--- src/pkg/core_mem_pkg.sv ---
package core_mem_pkg;

  // ****************************************
  // Timing
  // ****************************************
  localparam int CLK_PERIOD_NS = 10;
  localparam int ACCESS_TIME_NS = 600;
  localparam int CYCLE_TIME_NS = 1000;
  localparam int ACCESS_CYC = (ACCESS_TIME_NS + CLK_PERIOD_NS - 1) / CLK_PERIOD_NS;
  localparam int CYCLE_CYC = (CYCLE_TIME_NS + CLK_PERIOD_NS - 1) / CLK_PERIOD_NS;
  localparam int CNT_W = 7;
  localparam logic [CNT_W-1:0] ACCESS_CNT = CNT_W'(ACCESS_CYC);
  localparam logic [CNT_W-1:0] CYCLE_CNT = CNT_W'(CYCLE_CYC);
  localparam int SYNC_STAGES = 2;

  // ****************************************
  // Register codes
  // ****************************************
  localparam logic [3:0] EXT_CODE_MIN = 4'h6;
  localparam logic [3:0] REG_BASE_DEF = 4'h6;
  localparam logic [3:0] REG_COUNT = 4'h4;
  localparam logic [1:0] OFS_LOW = 2'h0;
  localparam logic [1:0] OFS_HIGH = 2'h1;
  localparam logic [1:0] OFS_DATA = 2'h2;
  localparam logic [1:0] OFS_CTL = 2'h3;

  // ****************************************
  // Control register fields
  // ****************************************
  localparam int CTL_START = 0;
  localparam int CTL_READ = 1;
  localparam int CTL_AUTO_DATA = 2;
  localparam int CTL_AUTO_HIGH = 3;
  localparam int CTL_AUTO_LOW = 4;
  localparam int CTL_SPLIT = 5;
  localparam int CTL_CLEAR = 6;
  localparam int CTL_BUSY = 7;

  // ****************************************
  // Widths and reset values
  // ****************************************
  localparam int ADDR_W = 14;
  localparam int HIGH_W = 6;
  localparam logic [ADDR_W-1:0] ADDR_MASK_4K = 14'h0FFF;
  localparam logic [ADDR_W-1:0] ADDR_MASK_16K = 14'h3FFF;
  localparam logic [7:0] LOW_RST = 8'h00;
  localparam logic [HIGH_W-1:0] HIGH_RST = 6'h00;
  localparam logic [8:0] DATA_RST = 9'h000;
  localparam logic [6:0] CTL_RST = 7'h00;

  // ****************************************
  // Types
  // ****************************************
  typedef struct packed {
    logic [3:0] code;
    logic [7:0] xsel;
    logic [7:0] ysel;
    logic [7:0] result;
    logic dest;
    logic strobe;
  } proc_bus_t;

  typedef struct packed {
    logic [ADDR_W-1:0] addr;
    logic [8:0] wdata;
    logic write;
  } array_req_t;

  typedef enum logic [1:0] {
    S_IDLE,
    S_ACCESS,
    S_RESTORE
  } cyc_state_t;

endpackage

--- src/design/pin_sync.sv ---
`timescale 1ns/1ns
module pin_sync #(
  parameter int WIDTH = 1
) (
  // Clock and reset
  input wire logic mclk,
  input wire logic arst_n,
  input wire logic ce,
  // Data
  input wire logic [WIDTH-1:0] d,
  output logic [WIDTH-1:0] q
);

  logic [WIDTH-1:0] meta_q;

  always_ff @(posedge mclk or negedge arst_n) begin
    if (!arst_n) begin
      meta_q <= '0;
      q <= '0;
    end else if (ce) begin
      meta_q <= d;
      q <= meta_q;
    end
  end

endmodule // pin_sync

--- src/design/core_mem_regs.sv ---
`timescale 1ns/1ns
// Behaviour
// - Four registers: written from result bus as destination, read onto read bus.
// - Addressed register is driven onto read bus while its code stays present.
// - Addressed register captures result bus on write strobe when flag high.
// - Low address register holds the low eight address bits.
// - High address register holds six high bits, fourteen-bit address in total.
// - Address registers are two ranks; second rank loads at cycle start.
// - Data register byte plus parity; second rank loads at start, supplies write.
// - Read data loads first data rank 600 ns after cycle start.
// - A cycle lasts 1 us before the next, a split-mode read 600 ns; parity is a build option.
// - Control takes start (not kept, reads 0) and holds read select, split mode and clear bits.
// - Three enables auto-start a cycle on data, high or low address writes.
// - Control writes ignored during a cycle; reads always allowed.
// - Optionally decode X and Y buses as extra register-select bits.
// - Memory capacity configurable from 4K to 16K bytes.
// - Interface answers only codes 0110 through 1111.
module core_mem_regs
  import core_mem_pkg::*;
#(
  parameter logic [3:0] reg_base = REG_BASE_DEF,
  parameter bit ext_sel_en = 1'b0,
  parameter logic [15:0] ext_sel_match = 16'h0000,
  parameter logic [ADDR_W-1:0] addr_mask = ADDR_MASK_16K,
  parameter bit parity_en = 1'b1
) (
  // Clock and reset
  input wire logic mclk,
  input wire logic arst_n,
  input wire logic ce,
  // Processor register bus
  input wire logic [3:0] reg_addr_bus,
  input wire logic [7:0] x_sel_bus,
  input wire logic [7:0] y_sel_bus,
  input wire logic [7:0] result_write_bus,
  input wire logic destination_flag_line,
  input wire logic write_strobe_phase,
  output logic [8:0] register_read_bus,
  output logic register_read_en,
  // Core array electronics
  output array_req_t array_req,
  output logic array_go,
  input wire logic [8:0] array_rdata,
  // Status
  output logic cycle_busy
);

  // ****************************************
  // Pin synchronisation
  // ****************************************
  proc_bus_t pins_raw;
  proc_bus_t pins_s;
  logic [$bits(proc_bus_t)-1:0] pins_q;

  assign pins_raw.code = reg_addr_bus;
  assign pins_raw.xsel = x_sel_bus;
  assign pins_raw.ysel = y_sel_bus;
  assign pins_raw.result = result_write_bus;
  assign pins_raw.dest = destination_flag_line;
  assign pins_raw.strobe = write_strobe_phase;

  pin_sync #(
    .WIDTH($bits(proc_bus_t))
  ) u_pin_sync (
    .mclk(mclk),
    .arst_n(arst_n),
    .ce(ce),
    .d(pins_raw),
    .q(pins_q)
  );

  assign pins_s = pins_q;

  // ****************************************
  // Decode
  // ****************************************
  logic strobe_q;
  logic strobe_rise;
  logic ext_ok;
  logic [3:0] code_ofs;
  logic [1:0] sel;
  logic hit;
  logic wr;
  logic wr_low;
  logic wr_high;
  logic wr_data;
  logic wr_ctl;

  function automatic logic odd_par(input logic [7:0] b);
    odd_par = parity_en ? ~(^b) : 1'b0;
  endfunction

  always_ff @(posedge mclk or negedge arst_n) begin
    if (!arst_n) begin
      strobe_q <= 1'b0;
    end else if (ce) begin
      strobe_q <= pins_s.strobe;
    end
  end

  assign strobe_rise = pins_s.strobe & ~strobe_q;
  assign ext_ok = !ext_sel_en || ({pins_s.xsel, pins_s.ysel} == ext_sel_match);
  assign code_ofs = pins_s.code - reg_base;
  assign sel = code_ofs[1:0];
  assign hit = ext_ok && (pins_s.code >= EXT_CODE_MIN) && (pins_s.code >= reg_base)
               && (code_ofs < REG_COUNT);
  assign wr = strobe_rise && pins_s.dest && hit;

  // Control writes dropped while a cycle runs
  always_comb begin
    wr_low = 1'b0;
    wr_high = 1'b0;
    wr_data = 1'b0;
    wr_ctl = 1'b0;
    if (wr) begin
      if (sel == OFS_LOW) begin
        wr_low = 1'b1;
      end else if (sel == OFS_HIGH) begin
        wr_high = 1'b1;
      end else if (sel == OFS_DATA) begin
        wr_data = 1'b1;
      end else if ((sel == OFS_CTL) && !cycle_busy) begin
        wr_ctl = 1'b1;
      end
    end
  end

  // ****************************************
  // First-rank registers
  // ****************************************
  logic [7:0] low_q;
  logic [HIGH_W-1:0] high_q;
  logic [8:0] data_q;
  logic [6:0] ctl_q;
  logic [7:0] res;
  logic start;
  logic load_read;
  logic [6:0] ctl_eff;
  cyc_state_t state_q;
  logic [CNT_W-1:0] cnt_q;

  assign res = pins_s.result;

  always_ff @(posedge mclk or negedge arst_n) begin
    if (!arst_n) begin
      low_q <= LOW_RST;
    end else if (ce && wr_low) begin
      low_q <= res;
    end
  end

  always_ff @(posedge mclk or negedge arst_n) begin
    if (!arst_n) begin
      high_q <= HIGH_RST;
    end else if (ce && wr_high) begin
      high_q <= res[HIGH_W-1:0];
    end
  end

  always_ff @(posedge mclk or negedge arst_n) begin
    if (!arst_n) begin
      data_q <= DATA_RST;
    end else if (ce) begin
      if (load_read) begin
        data_q <= array_rdata;
      end else if (start && ctl_eff[CTL_CLEAR]) begin
        data_q <= DATA_RST;
      end else if (wr_data) begin
        data_q <= {res, odd_par(res)};
      end
    end
  end

  always_ff @(posedge mclk or negedge arst_n) begin
    if (!arst_n) begin
      ctl_q <= CTL_RST;
    end else if (ce && wr_ctl) begin
      ctl_q <= {res[6:1], 1'b0};
    end
  end

  // ****************************************
  // Cycle start
  // ****************************************
  logic start_req;

  assign ctl_eff = wr_ctl ? res[6:0] : ctl_q;
  assign start_req = (wr_ctl && res[CTL_START])
                     || (wr_data && ctl_q[CTL_AUTO_DATA])
                     || (wr_high && ctl_q[CTL_AUTO_HIGH])
                     || (wr_low && ctl_q[CTL_AUTO_LOW]);
  assign start = start_req && (state_q == S_IDLE);

  // ****************************************
  // Second rank
  // ****************************************
  logic [ADDR_W-1:0] next_addr;

  assign next_addr = {(wr_high ? res[HIGH_W-1:0] : high_q), (wr_low ? res : low_q)};

  always_ff @(posedge mclk or negedge arst_n) begin
    if (!arst_n) begin
      array_req <= '0;
    end else if (ce && start) begin
      array_req.addr <= next_addr & addr_mask;
      array_req.write <= ~ctl_eff[CTL_READ];
      if (ctl_eff[CTL_CLEAR]) begin
        array_req.wdata <= DATA_RST;
      end else begin
        array_req.wdata <= wr_data ? {res, odd_par(res)} : data_q;
      end
    end
  end

  always_ff @(posedge mclk or negedge arst_n) begin
    if (!arst_n) begin
      array_go <= 1'b0;
    end else if (ce) begin
      array_go <= start;
    end
  end

  // ****************************************
  // Cycle timing
  // ****************************************
  assign load_read = (state_q == S_ACCESS) && (cnt_q == ACCESS_CNT - 7'h01) && !array_req.write;
  assign cycle_busy = (state_q != S_IDLE);

  always_ff @(posedge mclk or negedge arst_n) begin
    if (!arst_n) begin
      state_q <= S_IDLE;
      cnt_q <= '0;
    end else if (ce) begin
      case (state_q)
        S_IDLE: begin
          cnt_q <= '0;
          if (start) begin
            state_q <= S_ACCESS;
          end
        end
        S_ACCESS: begin
          cnt_q <= cnt_q + 7'h01;
          if (cnt_q == ACCESS_CNT - 7'h01) begin
            if (!array_req.write && ctl_q[CTL_SPLIT]) begin
              state_q <= S_IDLE;
            end else begin
              state_q <= S_RESTORE;
            end
          end
        end
        S_RESTORE: begin
          cnt_q <= cnt_q + 7'h01;
          if (cnt_q == CYCLE_CNT - 7'h01) begin
            state_q <= S_IDLE;
          end
        end
        default: begin
          state_q <= S_IDLE;
        end
      endcase
    end
  end

  // ****************************************
  // Read bus
  // ****************************************
  logic [7:0] rd_byte;
  logic [8:0] rd_word;

  always_comb begin
    rd_byte = 8'h00;
    if (sel == OFS_LOW) begin
      rd_byte = low_q;
    end else if (sel == OFS_HIGH) begin
      rd_byte = {2'h0, high_q};
    end else if (sel == OFS_DATA) begin
      rd_byte = data_q[8:1];
    end else begin
      rd_byte = {cycle_busy, ctl_q[6:1], 1'b0};
    end
  end

  // Data register keeps its stored parity
  always_comb begin
    rd_word = {rd_byte, odd_par(rd_byte)};
    if (sel == OFS_DATA) begin
      rd_word = data_q;
    end
  end

  always_ff @(posedge mclk or negedge arst_n) begin
    if (!arst_n) begin
      register_read_bus <= 9'h000;
      register_read_en <= 1'b0;
    end else if (ce) begin
      register_read_en <= hit;
      register_read_bus <= hit ? rd_word : 9'h000;
    end
  end

endmodule // core_mem_regs

--- config.mk ---
export PLATFORM = sky130hd
export DESIGN_NAME = core_mem_regs
export DESIGN_NICKNAME = d
export VERILOG_FILES = /design/src/pkg/core_mem_pkg.sv /design/src/design/pin_sync.sv /design/src/design/core_mem_regs.sv
export SDC_FILE = /design/constraint.sdc
export NUM_CORES = 1
export LEC_CHECK = 0
export BUFFER_PORTS_ARGS = -buffer_cell sky130_fd_sc_hd__buf_2
export CORE_ASPECT_RATIO = 0.8
export CORE_MARGIN = 2
export CORE_UTILIZATION = 61
export DETAILED_ROUTE_END_ITERATION = 10
export PLACE_DENSITY = 0.9
export SLEW_MARGIN = 20
export SYNTH_ARGS = -nofsm -noshare
export SYNTH_HDL_FRONTEND = slang
export SYNTH_SLANG_ARGS = --single-unit
--- constraint.sdc ---
create_clock -name mclk -period 3.9 [get_ports mclk]
set_input_delay 0.195 -clock mclk [delete_from_list [all_inputs] [get_ports mclk]]
set_output_delay 0.195 -clock mclk [all_outputs]
set_load 0.02 [all_outputs]
==> summary.txt <==
Clk_lat worst skew = 360 ps
HPWL after detailed placement = 7228 um
Crit path from = u_pin_sync.q[26]
Area share of and/or/nand/nor cells after synthesis = 10.43%
Relative slew slack = 37.02%
Die Span X = 104.4 um
Fillers = 584
Mux cell area share after synthesis = 19.16%
Post-Route M1 WL = 4519 um
Hold Crit Start = result_write_bus[7]
Final Hold Fails = 0
TritonCTS clock tree = built
Layout Nets = 513
Synth Area in XOR/XNOR = 2.595%
Final Cycle Share = 69.38%
DIE AREA = 0.008800 sq mm
Critical path class = reg -> reg
CTS Buf Count = 9
Vias = 3331
Die Y-Extent = 84.31 um
Reg2reg start = u_pin_sync.q[26]
Hold path cells = 2
Mapped Cells = 412
Min cycle time layout = 2706 ps
Layout cell share with drive strength beyond 1 = 32.20%
Drc violations = 0
HP Class = in -> reg
Main combinational cell family by area after synthesis = multiplexers
Reg2Reg Setup Slack = 1190 ps
Critical Path RT = 4170 ps
Adder-Cell Fraction of Synth Area = 1.781%
Worst path arrival time = 2970 ps
RD Place Congestion = 0.9030
CTS sink cnt = 102
LEAKAGE = 2.548 nW
RSZ-0062 raised after global routing = no
Fin area = 0.005469 sq mm
Worst path buffer plus inverter count = 1
Post-Route Setup TNS = 0 ps
P per Cell Area = 462.4 mW/mm^2
Core Area = 0.007874 sq mm
PortBufs = 61
Peak supply drop = 0.0002899 V
Routed wl met3 = 542 um
Outcome = finished, final reports clean
Register area share after synthesis = 51.91%
I/O pin cnt = 78
Synth warn = 0
Clk_skew = 9.325 ps
Clock Pin Slew Worst Setup and Hold Paths = 90 ps
WP depth = 6
Worst Tran Pin Value = 944.7 ps
Synthesized area per cell = 11.93 sq um
Via density = 5.773
Vias in the first global route = 3257
Final wirelength = 9802 um
Global Route Usage Sum = 23.84%
Top Layer Used = met4
1st-pass router iterations = 4
Slew Limit Fails = 0
DR WL/cell = 16.99 um
Antenna Cells = 0
Post-synth EDFFs = 0
Syn nets = 461
Synthesis-to-finish area growth = 11.22%
H-tree depth = 3
Maxcap violations = 0
Hold endpoint = u_pin_sync.meta_q[9]
CP max stage delay = 640 ps
Yosys reg bits = 102
End of the worst register-to-register path = array_req[6]
Distinct cells, synth = 52
FP Rows = 29
Setup violations, final = 0
R2r worst-path depth = 6
Initial Utilization = 62.45%
Ordered list of cells on the worst path = a21boi_1, o21a_2, nor4b_4, nand2_1, buf_4, o31ai_1
Synth Area in Compound Gates = 10.51%
Post-synthesis instance area = 0.004917 sq mm
CTS resizes = 0
DRT iter0 DRCs = 140
Slowest cell on the critical path = dfrtp_1
Placed Area = 0.005259 sq mm
Final ANT Viol Nets = 0
First-pass GRT wire length = 16390 um
Top fanout value on the critical path = 34
FMAX = 369.6 MHz
Remaining global-route overflow = 0
Largest net degree at the start of global routing = 78
Max Buffers Root-to-Sink = 2
Initial antenna violation count = 0
Routed length on met2 = 4635 um
Delay-heaviest family, CP = simple AND/OR/NAND/NOR gates
Top_reg_cell synth = dfrtp_1
Share of synthesized registers carrying an async set or reset = 100.0%
CTS root buf = clkbuf_8
Worst Setup End Kind = flip-flop
Crit path launch type = flip-flop
metal layers:
layer | vias to the layer above | track usage, %
met1 | 1649 | 33.97
li1 | 1564 | -
met5 | - | 0
met3 | 12 | 6.832
met4 | 0 | 5.528
met2 | 106 | 36.90
layout make-up:
| cell class | count | area (sq um) | share of cell area, % |
|---|---|---|---|
| sequential | 102 | 2552 | 46.67 |
| inverter | 9 | 33.78 | 0.6177 |
| clock inverter | 4 | 55.05 | 1.007 |
| timing repair buffer | 67 | 355.3 | 6.497 |
| tap | 108 | 135.1 | 2.471 |
| multi-input combinational | 275 | 2192 | 40.08 |
| clock buffer | 12 | 145.1 | 2.654 |
registers in the layout, summed over array words and instances (netlist names):
name	flops
array_req	24
u_pin_sync.meta_q	14
u_pin_sync.q	14
data_q	9
register_read_bus	9
low_q	8
cnt_q	7
ctl_q	6
high_q	6
state_q	2
array_go	1
register_read_en	1
strobe_q	1
worst max-delay path by stage:
stage	to
detailed placement	array_req[6]
floorplan	data_q[1]
CTS	array_req[6]
global route	array_req[6]
finish	array_req[6]
global placement	array_req[6]
logic make-up (layout without fill, tap and decap cells):
logic type / after synthesis / in the layout
DFF: 102 / 102
and+or+nand+nor: 101 / 101
muxes: 80 / 80
AOI/OAI and AO/OA: 74 / 74
buffers and inverters: 35 / 92
xor gates and xnor gates: 13 / 13
adders and majority gates: 7 / 7
cell usage after synthesis, drive strengths merged (6+ instances only):
master / number / area share (%)
a221oi: 8 / 1.4
buf: 11 / 1.8
clkbuf: 15 / 1.2
dfrtp: 102 / 52
ha: 7 / 1.8
inv: 9 / 0.69
mux2: 50 / 12
mux2i: 24 / 4.9
mux4: 6 / 2.7
nand2: 42 / 3.2
nand3: 8 / 0.92
nor2: 31 / 2.6
o21ai: 29 / 3.0
o31ai: 13 / 2.1
xnor2: 11 / 2.0
cells in the final DEF, fill, tap and decap left out, drive strengths merged, types with 10 or more instances in the layout:
cell,instances
nor2,31
nand2,42
mux2i,24
xnor2,11
buf,66
o31ai,13
clkbuf,12
inv,10
dfrtp,102
o21ai,29
mux2,50
through the flow:
stage               utilization [%]  cells  setup WS [ps]  hold WS (ps)  power (mW)
floorplan                         -    412           1650        -100.6       1.721
global placement              66.79    560           1330         386.1       1.848
detailed placement            66.79    560           1222         392.4       1.883
CTS                           69.46    577           1207         42.46       2.537
global route                  69.46    577          998.5         44.07       2.660
finish                        69.46    577           1194         57.44       2.529
where the power goes:
group / leakage [nW] / total, mW / switching [mW] / internal [mW]
clock network: 0.0972 / 0.661 / 0.342 / 0.318
logic: 1.15 / 0.538 / 0.268 / 0.270
registers: 1.30 / 1.33 / 0.143 / 1.19
total: 2.55 / 2.53 / 0.753 / 1.78
repair_timing:
| action | in CTS | in global routing |
|---|---|---|
| setup buffers | 0 | 0 |
| hold buffers | 1 | 0 |
| hold endpoints to repair | 17 | 0 |
Power figures use the tool's default switching activity.
